**config.mk**
```make
export PLATFORM = sky130hd
export DESIGN_NAME = scaler_regs
export DESIGN_NICKNAME = d
export VERILOG_FILES = /design/src/copy_sequencer.v /design/src/scaler_regs.v
export VERILOG_INCLUDE_DIRS = /design/src
export SDC_FILE = /design/constraint.sdc
export NUM_CORES = 1
export LEC_CHECK = 0
export BUFFER_PORTS_ARGS = -buffer_cell sky130_fd_sc_hd__clkbuf_2
export CORE_MARGIN = 1.5
export CORE_UTILIZATION = 35
export CTS_CLUSTER_DIAMETER = 200
export DETAILED_ROUTE_END_ITERATION = 7
export SYNTH_ARGS = -nofsm -noshare
export SYNTH_HDL_FRONTEND = slang
export SYNTH_SLANG_ARGS = --single-unit
```
**constraint.sdc**
```tcl
create_clock -name clock_in -period 6.1 [get_ports clock_in]
set_input_delay 1.22 -clock clock_in [delete_from_list [all_inputs] [get_ports clock_in]]
set_output_delay 1.22 -clock clock_in [all_outputs]
set_load 0.01 [all_outputs]
```
**src/regs_consts.vh**
```
`ifndef REGS_CONSTS_VH
`define REGS_CONSTS_VH

// register offsets
`define OFS_IDENT      12'h004
`define OFS_COPY_LIMIT 12'h00C
`define OFS_CHAIN      12'h080

// identification and interrupt control fields
`define ID_PRODUCT_HI  31
`define ID_PRODUCT_LO  16
`define ID_VERSION_HI  15
`define ID_VERSION_LO  12
`define IRQ_ENABLE_BIT 11
`define IRQ_LEVEL_HI   10
`define IRQ_LEVEL_LO   8
`define IRQ_VECTOR_HI  7
`define IRQ_VECTOR_LO  0
`define IRQ_CTRL_HI    11
`define IRQ_CTRL_RESET 12'h000

// copy channel limit fields
`define COPY_TOP_BIT   24
`define COPY_RESET     25'h000_0000
`define COPY_CHANNELS  32

// chain transfer setup fields
`define CHAIN_ADDR_HI  31
`define CHAIN_ADDR_LO  24
`define CHAIN_GA_HI    15
`define CHAIN_GA_LO    11
`define CHAIN_FIRST    2
`define CHAIN_LAST     1
`define CHAIN_ENABLE   0

// header and trailer word fields
`define WORD_GA_HI     31
`define WORD_GA_LO     27
`define WORD_COUNT_HI  17
`define WORD_COUNT_LO  0

// copy timing
`define CLOCK_NS       10
`define CHANNEL_NS     120
`define OVERHEAD_NS    260
`define CHANNEL_CYCLES ((`CHANNEL_NS + `CLOCK_NS - 1) / `CLOCK_NS)
`define OVERHEAD_CYCLES ((`OVERHEAD_NS + `CLOCK_NS - 1) / `CLOCK_NS)

`endif

```
**src/copy_sequencer.v**
```verilog
`timescale 1ns/1ps
`include "regs_consts.vh"

module copy_sequencer #(
	parameter CNT_W = 6
) (
	input  wire             clock_in,
	input  wire             reset_in,
	input  wire             start_in,
	input  wire [CNT_W-1:0] channels_in,
	output reg              busy_out,
	output reg              strobe_out,
	output reg  [4:0]       channel_out
);
	localparam [2:0] ST_IDLE = 3'b001;
	localparam [2:0] ST_OVH  = 3'b010;
	localparam [2:0] ST_CHAN = 3'b100;
	localparam integer OVH_N    = `OVERHEAD_CYCLES - 1;
	localparam integer CH_N     = `CHANNEL_CYCLES - 1;
	localparam [5:0]   OVH_LAST = OVH_N[5:0];
	localparam [5:0]   CH_LAST  = CH_N[5:0];

	reg [2:0]       state_q;
	reg [5:0]       tick_q;
	reg [CNT_W-1:0] left_q;

	// duration = overhead + channels * per-channel time
	always @(posedge clock_in or posedge reset_in) begin
		if (reset_in) begin
			state_q     <= ST_IDLE;
			tick_q      <= 6'h00;
			left_q      <= {CNT_W{1'b0}};
			busy_out    <= 1'b0;
			strobe_out  <= 1'b0;
			channel_out <= 5'h00;
		end else begin
			strobe_out <= 1'b0;
			case (state_q)
			ST_IDLE: begin
				if (start_in) begin
					state_q  <= ST_OVH;
					tick_q   <= 6'h00;
					left_q   <= channels_in;
					busy_out <= 1'b1;
				end
			end
			ST_OVH: begin
				if (tick_q == OVH_LAST) begin
					tick_q <= 6'h00;
					if (left_q == {CNT_W{1'b0}}) begin
						state_q  <= ST_IDLE;
						busy_out <= 1'b0;
					end else begin
						state_q     <= ST_CHAN;
						strobe_out  <= 1'b1;
						channel_out <= 5'h00;
					end
				end else begin
					tick_q <= tick_q + 6'h01;
				end
			end
			ST_CHAN: begin
				// ascending channel order on channel_out
				if (tick_q == CH_LAST) begin
					tick_q <= 6'h00;
					left_q <= left_q - {{(CNT_W-1){1'b0}}, 1'b1};
					if (left_q == {{(CNT_W-1){1'b0}}, 1'b1}) begin
						state_q  <= ST_IDLE;
						busy_out <= 1'b0;
					end else begin
						strobe_out  <= 1'b1;
						channel_out <= channel_out + 5'h01;
					end
				end else begin
					tick_q <= tick_q + 6'h01;
				end
			end
			default: begin
				state_q  <= ST_IDLE;
				busy_out <= 1'b0;
			end
			endcase
		end
	end
endmodule

```
**src/scaler_regs.v**
```verilog
`timescale 1ns/1ps
`include "regs_consts.vh"

// Operation
// - upper sixteen bits return product number
// - bits fifteen to twelve return version
// - upper twenty bits read-only, low twelve writable
// - bit eleven enables bus interrupts
// - bits ten to eight pick level
// - vector bits drive data lines on acknowledge
// - request released when acknowledged
// - copy ascending, stop at lowest set bit
// - bits thirty-one to twenty-five follow bit 24
// - copy time linear in enabled channels
// - chain setup register readable and writable
// - chain address in bits thirty-one to 24
// - geographical address in bits fifteen to 11
// - interrupt needs source enable and bit eleven
// - header word carries geographical address only
// - trailer holds address and transfer count
module scaler_regs #(
	parameter [15:0] PRODUCT_ID = 16'h1234, // arbitrary value
	parameter [3:0]  VERSION_ID = 4'h1      // arbitrary value
) (
	input  wire        clock_in,
	input  wire        reset_in,
	input  wire [11:0] reg_addr_in,
	input  wire [31:0] reg_wdata_in,
	input  wire        reg_write_in,
	input  wire        reg_read_in,
	output reg  [31:0] reg_rdata_out,
	output reg         reg_ack_out,
	input  wire [3:0]  irq_source_in,
	input  wire [3:0]  irq_source_enable_in,
	input  wire        iack_in,
	input  wire [2:0]  iack_level_in,
	output reg  [6:0]  irq_request_out,
	output reg  [7:0]  vector_out,
	output reg         vector_oe_out,
	input  wire        copy_start_in,
	output wire        copy_in_progress_out,
	output wire        copy_strobe_out,
	output wire [4:0]  copy_channel_out,
	input  wire [17:0] transfer_count_in,
	output reg  [7:0]  chain_addr_out,
	output reg  [4:0]  geo_addr_out,
	output reg         chain_enable_out,
	output reg         chain_first_out,
	output reg         chain_last_out,
	output reg  [31:0] header_word_out,
	output reg  [31:0] trailer_word_out
);
	reg [11:0] irq_ctrl_q;
	reg [24:0] copy_limit_q;
	reg [5:0]  channels_q;
	reg        pending_q;
	reg        armed_q;
	reg [2:0]  iack_sync_q;
	reg        iack_q;
	reg        iack_prev_q;
	reg [31:0] rdata_d;

	wire [2:0]  level     = irq_ctrl_q[`IRQ_LEVEL_HI:`IRQ_LEVEL_LO];
	wire [31:0] copy_full = {{7{copy_limit_q[`COPY_TOP_BIT]}}, copy_limit_q};
	wire        cond      = irq_ctrl_q[`IRQ_ENABLE_BIT] &
	                        (|(irq_source_in & irq_source_enable_in));
	wire        iack_rise = iack_q & ~iack_prev_q;
	wire        iack_mine = iack_rise & pending_q & (iack_level_in == level);

	// index of lowest set bit; none set means all channels
	function [5:0] lowest_set;
		input [31:0] bits;
		integer i;
		begin
			lowest_set = 6'd32;
			for (i = `COPY_CHANNELS - 1; i >= 0; i = i - 1) begin
				if (bits[i])
					lowest_set = i[5:0];
			end
		end
	endfunction

	////////////////////////////////////////////////////////////////////////
	// register writes and acknowledge

	always @(posedge clock_in or posedge reset_in) begin
		if (reset_in) begin
			irq_ctrl_q       <= `IRQ_CTRL_RESET;
			copy_limit_q     <= `COPY_RESET;
			chain_addr_out   <= 8'h00;
			geo_addr_out     <= 5'h00;
			chain_enable_out <= 1'b0;
			chain_first_out  <= 1'b0;
			chain_last_out   <= 1'b0;
			reg_ack_out      <= 1'b0;
			reg_rdata_out    <= 32'h0000_0000;
		end else begin
			reg_ack_out <= reg_write_in | reg_read_in;
			if (reg_read_in)
				reg_rdata_out <= rdata_d;
			if (reg_write_in) begin
				if (reg_addr_in == `OFS_IDENT) begin
					// id and version ignore writes
					irq_ctrl_q <= reg_wdata_in[`IRQ_CTRL_HI:0];
				end else if (reg_addr_in == `OFS_COPY_LIMIT) begin
					// upper bits are not stored
					copy_limit_q <= reg_wdata_in[`COPY_TOP_BIT:0];
				end else if (reg_addr_in == `OFS_CHAIN) begin
					chain_addr_out   <= reg_wdata_in[`CHAIN_ADDR_HI:`CHAIN_ADDR_LO];
					geo_addr_out     <= reg_wdata_in[`CHAIN_GA_HI:`CHAIN_GA_LO];
					chain_first_out  <= reg_wdata_in[`CHAIN_FIRST];
					chain_last_out   <= reg_wdata_in[`CHAIN_LAST];
					chain_enable_out <= reg_wdata_in[`CHAIN_ENABLE];
				end
			end
		end
	end

	////////////////////////////////////////////////////////////////////////
	// read decode

	always @* begin
		rdata_d = 32'h0000_0000;
		if (reg_addr_in == `OFS_IDENT) begin
			rdata_d[`ID_PRODUCT_HI:`ID_PRODUCT_LO] = PRODUCT_ID;
			rdata_d[`ID_VERSION_HI:`ID_VERSION_LO] = VERSION_ID;
			rdata_d[`IRQ_CTRL_HI:0]                = irq_ctrl_q;
		end else if (reg_addr_in == `OFS_CHAIN) begin
			// other bits stay zero
			rdata_d[`CHAIN_ADDR_HI:`CHAIN_ADDR_LO] = chain_addr_out;
			rdata_d[`CHAIN_GA_HI:`CHAIN_GA_LO]     = geo_addr_out;
			rdata_d[`CHAIN_FIRST]                  = chain_first_out;
			rdata_d[`CHAIN_LAST]                   = chain_last_out;
			rdata_d[`CHAIN_ENABLE]                 = chain_enable_out;
		end
	end

	////////////////////////////////////////////////////////////////////////
	// interrupter

	// acknowledge strobe is a bus pin: three stages, accept on agreement
	always @(posedge clock_in or posedge reset_in) begin
		if (reset_in) begin
			iack_sync_q <= 3'b000;
			iack_q      <= 1'b0;
			iack_prev_q <= 1'b0;
		end else begin
			iack_sync_q <= {iack_sync_q[1:0], iack_in};
			if (iack_sync_q[1] == iack_sync_q[2])
				iack_q <= iack_sync_q[2];
			iack_prev_q <= iack_q;
		end
	end

	always @(posedge clock_in or posedge reset_in) begin
		if (reset_in) begin
			pending_q     <= 1'b0;
			armed_q       <= 1'b1;
			vector_out    <= 8'h00;
			vector_oe_out <= 1'b0;
		end else begin
			if (iack_mine) begin
				// release on acknowledge; re-arm once condition drops
				pending_q     <= 1'b0;
				armed_q       <= 1'b0;
				vector_out    <= irq_ctrl_q[`IRQ_VECTOR_HI:`IRQ_VECTOR_LO];
				vector_oe_out <= 1'b1;
			end else begin
				if (!iack_q)
					vector_oe_out <= 1'b0;
				if (!cond)
					armed_q <= 1'b1;
				// level zero is no level at all
				pending_q <= cond & (armed_q | pending_q) &
				             (level != 3'b000);
			end
		end
	end

	genvar g;
	generate
		for (g = 0; g < 7; g = g + 1) begin : gen_level
			always @(posedge clock_in or posedge reset_in) begin
				if (reset_in)
					irq_request_out[g] <= 1'b0;
				else
					irq_request_out[g] <= pending_q & ~iack_mine &
					                      (level == g + 1);
			end
		end
	endgenerate

	////////////////////////////////////////////////////////////////////////
	// copy loop and chain words

	always @(posedge clock_in or posedge reset_in) begin
		if (reset_in) begin
			channels_q       <= 6'd32;
			header_word_out  <= 32'h0000_0000;
			trailer_word_out <= 32'h0000_0000;
		end else begin
			channels_q <= lowest_set(copy_full);
			header_word_out <= {geo_addr_out, 27'h000_0000};
			trailer_word_out <= {geo_addr_out, 9'h000,
			                     transfer_count_in};
		end
	end

	copy_sequencer #(
		.CNT_W(6)
	) u_copy (
		.clock_in    (clock_in),
		.reset_in    (reset_in),
		.start_in    (copy_start_in),
		.channels_in (channels_q),
		.busy_out    (copy_in_progress_out),
		.strobe_out  (copy_strobe_out),
		.channel_out (copy_channel_out)
	);
endmodule

```
# After elaboration in Yosys (flattened, before gate mapping)
# Cells that the tools add are included.
[totals]
ff_bits = 165
[classes]
addsub = 3
eq_ne = 27
muxes = 67
bitwise = 21
reduce_logical = 14
[op_table]
columns = ["cell", "count"]
rows = [
  ["$mux W6", 31],
  ["$mux W5", 6],
  ["$mux W8", 3],
  ["$mux W3", 7],
  ["$pmux W6 S3", 1],
  ["$eq A3 B3 Y1 const B", 5],
  ["$and A1 B1 Y1", 14],
  ["$mux W1", 14],
  ["$eq A12 B3 Y1 const B", 1],
  ["$eq A12 B4 Y1 const B", 1],
  ["$eq A12 B8 Y1 const B", 1],
  ["$ne A2 B1 Y1 const B", 6],
  ["$pmux W6 S2", 1],
  ["$pmux W5 S2", 1],
  ["$reduce_and A5 Y1", 2],
  ["$eq A3 B2 Y1 const B", 3],
  ["$pmux W3 S3", 1],
  ["$reduce_and A4 Y1", 2],
  ["$add A6 B1 Y6 const B", 1],
  ["$eq A3 B1 Y1 const B", 2],
  ["$eq A6 B1 Y1 const B", 1],
  ["$eq A6 B4 Y1 const B", 1],
  ["$eq A6 B5 Y1 const B", 1],
  ["$logic_not A6 Y1", 1],
  ["15 further kinds", 25],
]

# Logic depth before layout (Yosys ltp)
# Gate-level depths: netlist (run 1).
[depth]
word_depth = 25
ltp_mapped = 7
mapped_depth_nobuf = 7

# Hierarchy
# From an unflattened synthesis (run 1), not the netlist that was laid out.
[unflattened]
hier_cells = 528
hier_area_um2 = 6677.7
[by_module_without_submodules]
columns = ["module", "n_inst", "cells_per_inst", "area_each_um2"]
rows = [
  ["scaler_regs", 1, 381, 5285.1],
  ["copy_sequencer", 1, 147, 1392.6],
]

# Least setup slack after synthesis (run 1)
# Ideal clock, no wire load.
[synth_path]
path_type = "input port to flip-flop"
start = "in reg_addr_in[0]"
end = "reg chain_addr_out[0]"
arrival_ns = 2.579
required_ns = 5.975
path_slack_ns = 3.395
path_stages = 7
path_cell_list = "nor4_1 > nand2_1 > nor3_4 > and3_1 > buf_6 > buf_12 > mux2_4"
[synth_via]
elab_chain_cells = 3
[synth_rtl]
columns = ["item", "line_no", "source"]
rows = [
  ["start: declaration", "scaler_regs.v:27", "input wire [11:0] reg_addr_in,"],
  ["$eq A12 B4 Y1 (no source line) / $eq A12 B3 Y1 (equally long branches)", "-", ""],
  ["$not A1 Y1 (no source line)", "-", ""],
  ["$reduce_and A4 Y1 (no source line) *", "-", ""],
  ["end signal: assignment", "scaler_regs.v:109", "chain_addr_out <= reg_wdata_in[`CHAIN_ADDR_HI:`CHAIN_ADDR_LO];"],
  ["end: declaration", "scaler_regs.v:45", "output reg [7:0] chain_addr_out,"],
]
# Every way passes the cells marked *; elsewhere a longest branch is shown, timed or not.
# A chain may end at the register's enable or synchronous reset.

# Final worst setup path (run 1)
[layout_path]
start = "in reg_addr_in[0]"
end = "reg chain_addr_out[2]"
# The elaborated chain is that of the path after synthesis.

==> run summary, run 1 <==
Outcome: completed
Global-route wire length before repair: 23.1 mm
Setup_tns: 0 ns
Hold Crit Class: reg2reg
Switch Pwr: 616 uW
Initial antenna violation count: 0
Fillers: 1707
Yosys warnings: 0
CTS root buffer: clkbuf_16
Crit path max fanout: 16
Placer Congestion: 0.779
DR WL/cell: 14.9 um
Post-Syn Area: 0.00657 mm2
Total global-route track usage: 0.148
Critical Path RT: 6.40 ns
Leak Pwr: 4.18 nW
Worst-Margin Slew: 1.07 ns
Final setup fails: 0
Max_slew headroom: 0.283
Net Sw Frac: 0.250
Cts repair resizes: 0
DRT Pass-1 Iters: 4
Final slew viol count: 0
Total core area: 0.0182 mm2
Bufs on Longest Clock Path: 2
Crit path launch type: input pin
Final Hold Vio Count: 0
M3 GR Usage: 0.0427
Prevailing post-synth register cell: dfrtp_1
Register area share after synthesis: 0.584
Antenna diode count: 0
Layout cells sized above 1: 0.404
Worst-skew pair later-pin latency: 0.41 ns
Clock group share of total power: 0.464
Final net count: 772
Count of mapped cells out of synthesis: 521
CTS tree: built
Met2 usage: 0.257
H-tree levels: 4
Avg Cell Area, Syn: 12.6 um2
# rows: 49
Num ports: 215
CTS Hold Bufs: 0
CTS Sinks: 153
Fin crit share: 0.493
Pin count of the biggest net entering global routing: 103
Layer with the highest usage: met2
Pint: 1.85 mW
Unrepaired setup endpoints after global routing: no
Die height: 140 um
Combinational share of power: 0.092
PortBufs: 173
HPWL after detailed placement: 10.1 mm
Vias in the first global route: 4719
Remaining Overflow, GRT: 0
Max-cap viol count: 0
Die width: 140 um
Yosys top cell by area: dfrtp_1
Full die area: 0.0196 mm2
Initial Util: 0.361
Worst-path clk slew: 0.07 ns
EDFF count, synth: 0
ANT nets after route: 0
Top cell type's share of synthesized area: 0.572
Final Skew: 0.0106 ns
Area delta synth->final: 22.5%
Met1 usage: 0.175
Ys async rst share: 1.00
Yosys cell types: 68
Largest cells by area after synthesis: dfrtp_1 57%, mux2_2 8.7%, buf_4 5.6%
Drc violations: 0
First-iteration detailed-routing DRC count: 132
TritonCTS Buffers: 17
Sequential power share: 0.444
Worst setup EP type: flip-flop
Crit path time final: 3.01 ns
Total number of vias: 4603
Post-CTS setup buffer count: 0
VDD IR max: 0.186 mV
Data arrival, critical path: 3.31 ns
Final core occ: 0.442
Power per cell area: 307 mW/mm2
Detailed Route WL: 13.9 mm
Setup CP Type: in2reg
Register bit total from synthesis: 153
Vias per std cell: 4.95
Achievable frequency: 332 MHz
-- state kept, by name (all words and copies together), names as in the netlist, 3 cells and up --
register and flops:
u_copy.left_q 6, copy_limit_q 25, chain_addr_out 8, u_copy.state_q 3, u_copy.channel_out 5, vector_out 8, u_copy.tick_q 6, reg_rdata_out 25
irq_ctrl_q 12, iack_sync_q 3, geo_addr_out 5, channels_q 6, trailer_word_out 23, irq_request_out 7
-- layer usage --
| layer | routed length [um] | part of all wire |
|---|---|---|
| met2 | 7000 | 0.50 |
| met5 | 0 | 0 |
| met4 | 189 | 0.014 |
| met3 | 894 | 0.064 |
| met1 | 5820 | 0.42 |
-- through the flow --
| stage | instance area (um2) | setup slack [ns] | power (mW) | instances | hold WS, ns |
|---|---|---|---|---|---|
| after detailed placement | 7400 | 2.64 | 1.34 | 898 | 0.341 |
| after global routing | 8040 | 2.98 | 2.58 | 930 | 0.358 |
| final | 8040 | 3.09 | 2.47 | 930 | 0.351 |
| after global placement | 7400 | 2.78 | 1.33 | 898 | 0.342 |
| after CTS | 8040 | 3.09 | 2.50 | 930 | 0.356 |
| after floorplan | 6720 | 0.764 | 1.28 | 561 | 0.331 |
-- path summary, 6_finish.rpt --
path,slack (ns),end,startpoint,cells after the start
min in group asynchronous,0.97,trailer_word_out[17],reset_in,2
max,3.09,chain_addr_out[2],reg_addr_in[0],6
min,0.35,iack_sync_q[1],iack_sync_q[0],0
max in group asynchronous,3.86,channels_q[3],reset_in,3
min reg2reg,0.35,iack_sync_q[1],iack_sync_q[0],0
max reg2reg,3.88,vector_out[3],irq_ctrl_q[8],4
-- cell usage after synthesis, types with 5 or more instances --
master	instances
a21oi_1	20
nor4_1	10
ha_1	5
dfrtp_1	150
inv_1	13
a22o_1	23
nor2_1	23
nand2b_1	7
mux2_2	51
clkbuf_1	7
o21ai_0	13
buf_4	49
nor2b_1	8
nand2_1	18
o31ai_1	5
mux2_4	10
and3_1	5
nor3_1	14
nand3_1	11
-- power by group through the flow --
stage,combinational [mW],clock [mW],sequential [mW]
final,0.227,1.15,1.10
after global routing,0.258,1.22,1.10
after CTS,0.228,1.18,1.10
after detailed placement,0.227,0,1.11
after global placement,0.219,0,1.11
after floorplan,0.183,0,1.10
-- critical path: stages --
cell	delay [ns]
clkbuf_2	0.09
nor4_1	0.29
nand2_1	0.16
nor3_4	0.28
and3_1	0.85
mux2_2	0.42
-- cells in the final DEF, fill, tap and decap left out, types with 10 or more instances in the layout --
master / instances
conb_1: 41
o21ai_0: 13
mux2_2: 51
dfrtp_1: 150
nand3_1: 11
inv_1: 12
clkbuf_2: 173
a21oi_1: 20
nor4_1: 10
nor2_1: 23
a22o_1: 23
mux2_4: 10
nand2_1: 18
nor3_1: 14
clkbuf_16: 17
-- logic make-up after synthesis --
kind of cell             count (synthesis)  synth area share
AND/OR/NAND/NOR                        120             0.103
other                                    1          0.000571
adder cells (fa/ha/maj)                  6            0.0111
AO/OA/AOI/OAI                           93             0.100
XOR/XNOR                                 4           0.00534
buffers and inverters                   80            0.0816
multiplexers                            64             0.115
flip-flops                             153             0.584
-- final cells by class --
type,instances,area [um2],share of cell area
repair buffers,174,873,0.109
clock inverters,14,206,0.0257
clock buffers,18,439,0.0546
multi-input cells,328,2350,0.292
inverters,14,57.6,0.00716
flip-flops and latches,153,3830,0.476
well taps,229,287,0.0356
Note: power is estimated with default switching activity, not from simulation.
==> run 2, diff against run 1 <==
clock period = 2.9 ns   (was 6.1 ns; I/O delays follow)
==> run 2 against run 1 <==
  * Utilization increased by 0.14 points
  * Clock-buffer cell count is 1 lower
  * Die area did not move
  * Clock power rose by 96%
  * Register-to-register slack got worse by 3.1 ns
  * Combinational power is 110% higher
  * Design area grew 0.33%
  * Via count fell by 0.41%
  * Sequential power rose by 110%
  * Critical path type is now reg2reg
  * Highest routed layer unchanged
==> run summary, run 2 (synthesized netlist as in run 1, its figures left out) <==
Clock group share of total power: 0.447 (was 0.464)
Placer Congestion: 0.763 (was 0.779)
DRT Pass-1 Iters: 4 (unchanged)
Data arrival, critical path: 2.39 ns (was 3.31 ns)
Total global-route track usage: 0.146 (was 0.148)
Worst-Margin Slew: 0.803 ns (was 1.07 ns)
Setup CP Type: reg2reg (was in2reg)
Vias per std cell: 4.90 (was 4.95)
HPWL after detailed placement: 10.0 mm (was 10.1 mm)
Final Hold Vio Count: 0 (unchanged)
Regs by FF count: copy_limit_q x25, reg_rdata_out x25, trailer_word_out x23 (unchanged)
Setup_tns: 0 ns (unchanged)
First-iteration detailed-routing DRC count: 118 (was 132)
CTS Hold Bufs: 0 (unchanged)
Pint: 3.72 mW (was 1.85 mW)
Power per cell area: 625 mW/mm2 (was 307 mW/mm2)
# rows: 49 (unchanged)
Combinational share of power: 0.096 (was 0.092)
TritonCTS Buffers: 17 (unchanged)
Fin crit share: 0.726
CTS Sinks: 153 (unchanged)
Antenna diode count: 0 (unchanged)
Total number of vias: 4584 (was 4603)
Final net count: 778 (was 772)
Crit path time final: 2.10 ns
Achievable frequency: 475 MHz
Post-CTS setup buffer count: 0 (unchanged)
Hold Crit Class: in2async (was reg2reg)
Worst setup EP type: flip-flop (unchanged)
Global-route wire length before repair: 23.0 mm (was 23.1 mm)
Sequential power share: 0.457 (was 0.444)
Die width: 140 um (unchanged)
Cts repair resizes: 0 (unchanged)
Full die area: 0.0196 mm2 (unchanged)
ANT nets after route: 0 (unchanged)
Drc violations: 0 (unchanged)
Switch Pwr: 1.32 mW (was 616 uW)
Total Power: 5.04 mW (was 2.47 mW)
Area delta synth->final: 22.9% (was 22.5%)
Net Sw Frac: 0.262 (was 0.250)
Final setup fails: 0 (unchanged)
RR Startpoint: u_copy.tick_q[1] (was irq_ctrl_q[8])
Worst-skew pair later-pin latency: 0.42 ns (was 0.41 ns)
PortBufs: 173 (unchanged)
CP startpoint: u_copy.tick_q[1] (was reg_addr_in[0])
Most common cell after layout, fill and taps aside: clkbuf_2 (unchanged)
Vias in the first global route: 4671 (was 4719)
Bufs on Longest Clock Path: 2 (unchanged)
Crit path max fanout: 5 (was 16)
Final slew viol count: 0 (unchanged)
Initial antenna violation count: 0 (unchanged)
DR WL/cell: 14.6 um (was 14.9 um)
Unrepaired setup endpoints after global routing: no (unchanged)
Worst-path clk slew: 0.06 ns (was 0.07 ns)
CTS root buffer: clkbuf_16 (unchanged)
Detailed Route WL: 13.6 mm (was 13.9 mm)
Num ports: 215 (unchanged)
Pin count of the biggest net entering global routing: 79 (was 103)
Total core area: 0.0182 mm2 (unchanged)
VDD IR max: 0.392 mV (was 0.186 mV)
Critical Path RT: 3.19 ns (was 6.40 ns)
H-tree levels: 4 (unchanged)
Most frequent cells in the layout: 173 x clkbuf_2, 150 x dfrtp_1, 51 x mux2_2 (unchanged)
Die height: 140 um (unchanged)
CTS tree: built (unchanged)
Remaining Overflow, GRT: 0 (unchanged)
Outcome: completed (unchanged)
Final Skew: 0.00866 ns (was 0.0106 ns)
Max_slew headroom: 0.464 (was 0.283)
Layout cells sized above 1: 0.409 (was 0.404)
Initial Util: 0.361 (unchanged)
Max-cap viol count: 0 (unchanged)
Crit path launch type: flip-flop (was input pin)
Leak Pwr: 4.20 nW (was 4.18 nW)
==> run 2: cell count changes in the layout (fill, tap and decap cells not counted) <==
| cell | before | now |
|---|---|---|
| buf_12 | 0 | 2 |
| buf_4 | 1 | 5 |
| bufinv_16 | 4 | 2 |
| clkbuf_8 | 1 | 0 |
| clkinv_4 | 0 | 3 |
| clkinvlp_4 | 2 | 1 |
| inv_8 | 2 | 3 |
==> run 2: power by group through the flow <==
stage / Clock, mW / Combinational [mW] / Sequential [mW]
after floorplan: 0 / 0.385 / 2.31
after global placement: 0 / 0.470 / 2.34
after detailed placement: 0 / 0.492 / 2.34
after CTS: 2.32 / 0.496 / 2.30
after global routing: 2.41 / 0.557 / 2.32
final: 2.25 / 0.485 / 2.30
==> run 2: final timing paths <==
check	slack, ns	end	depth (start not counted)
max in group asynchronous	2.06	armed_q	3
min in group clock_in	0.27	iack_sync_q[0]	1
hold reg to reg	0.36	iack_sync_q[1]	0
setup reg to reg	0.80	u_copy.tick_q[5]	7
setup / recovery	0.80	u_copy.tick_q[5]	7
hold / removal	0.12	trailer_word_out[10]	2
==> run 2: stage by stage <==
stage | instances | utilization | hold slack [ns] | setup WS, ns | instance area (um2)
after floorplan | 561 | - | 0.331 | 0.392 | 6720
after global placement | 904 | 0.410 | 0.341 | 0.465 | 7470
after detailed placement | 904 | 0.410 | 0.339 | 0.417 | 7470
after CTS | 936 | 0.443 | 0.111 | 0.775 | 8070
after global routing | 936 | 0.443 | 0.122 | 0.651 | 8070
final | 936 | 0.443 | 0.124 | 0.795 | 8070
==> run 2: metal layers <==
metal,vias up,global-route usage,wire length (um)
met1,2271,0.178,5990
met2,180,0.245,6690
met5,-,0,0
met3,13,0.0427,779
met4,0,0.0543,158
li1,2120,-,-
==> run 2: worst max-delay path: stages (launching register included) <==
cell       delay [ns]
dfrtp_1          0.40
inv_1            0.09
ha_1             0.14
or3b_1           0.38
or2_1            0.29
a22oi_1          0.36
a2bb2oi_1        0.22
o31ai_1          0.10
==> run 2: final cells by class <==
class	count	area (um2)
clock inverters	15	178
clock buffers	17	425
flip-flops and latches	153	3830
inverters	14	56.3
repair buffers	180	943
multi-input cells	328	2350
fillers	1681	10100
well taps	229	287
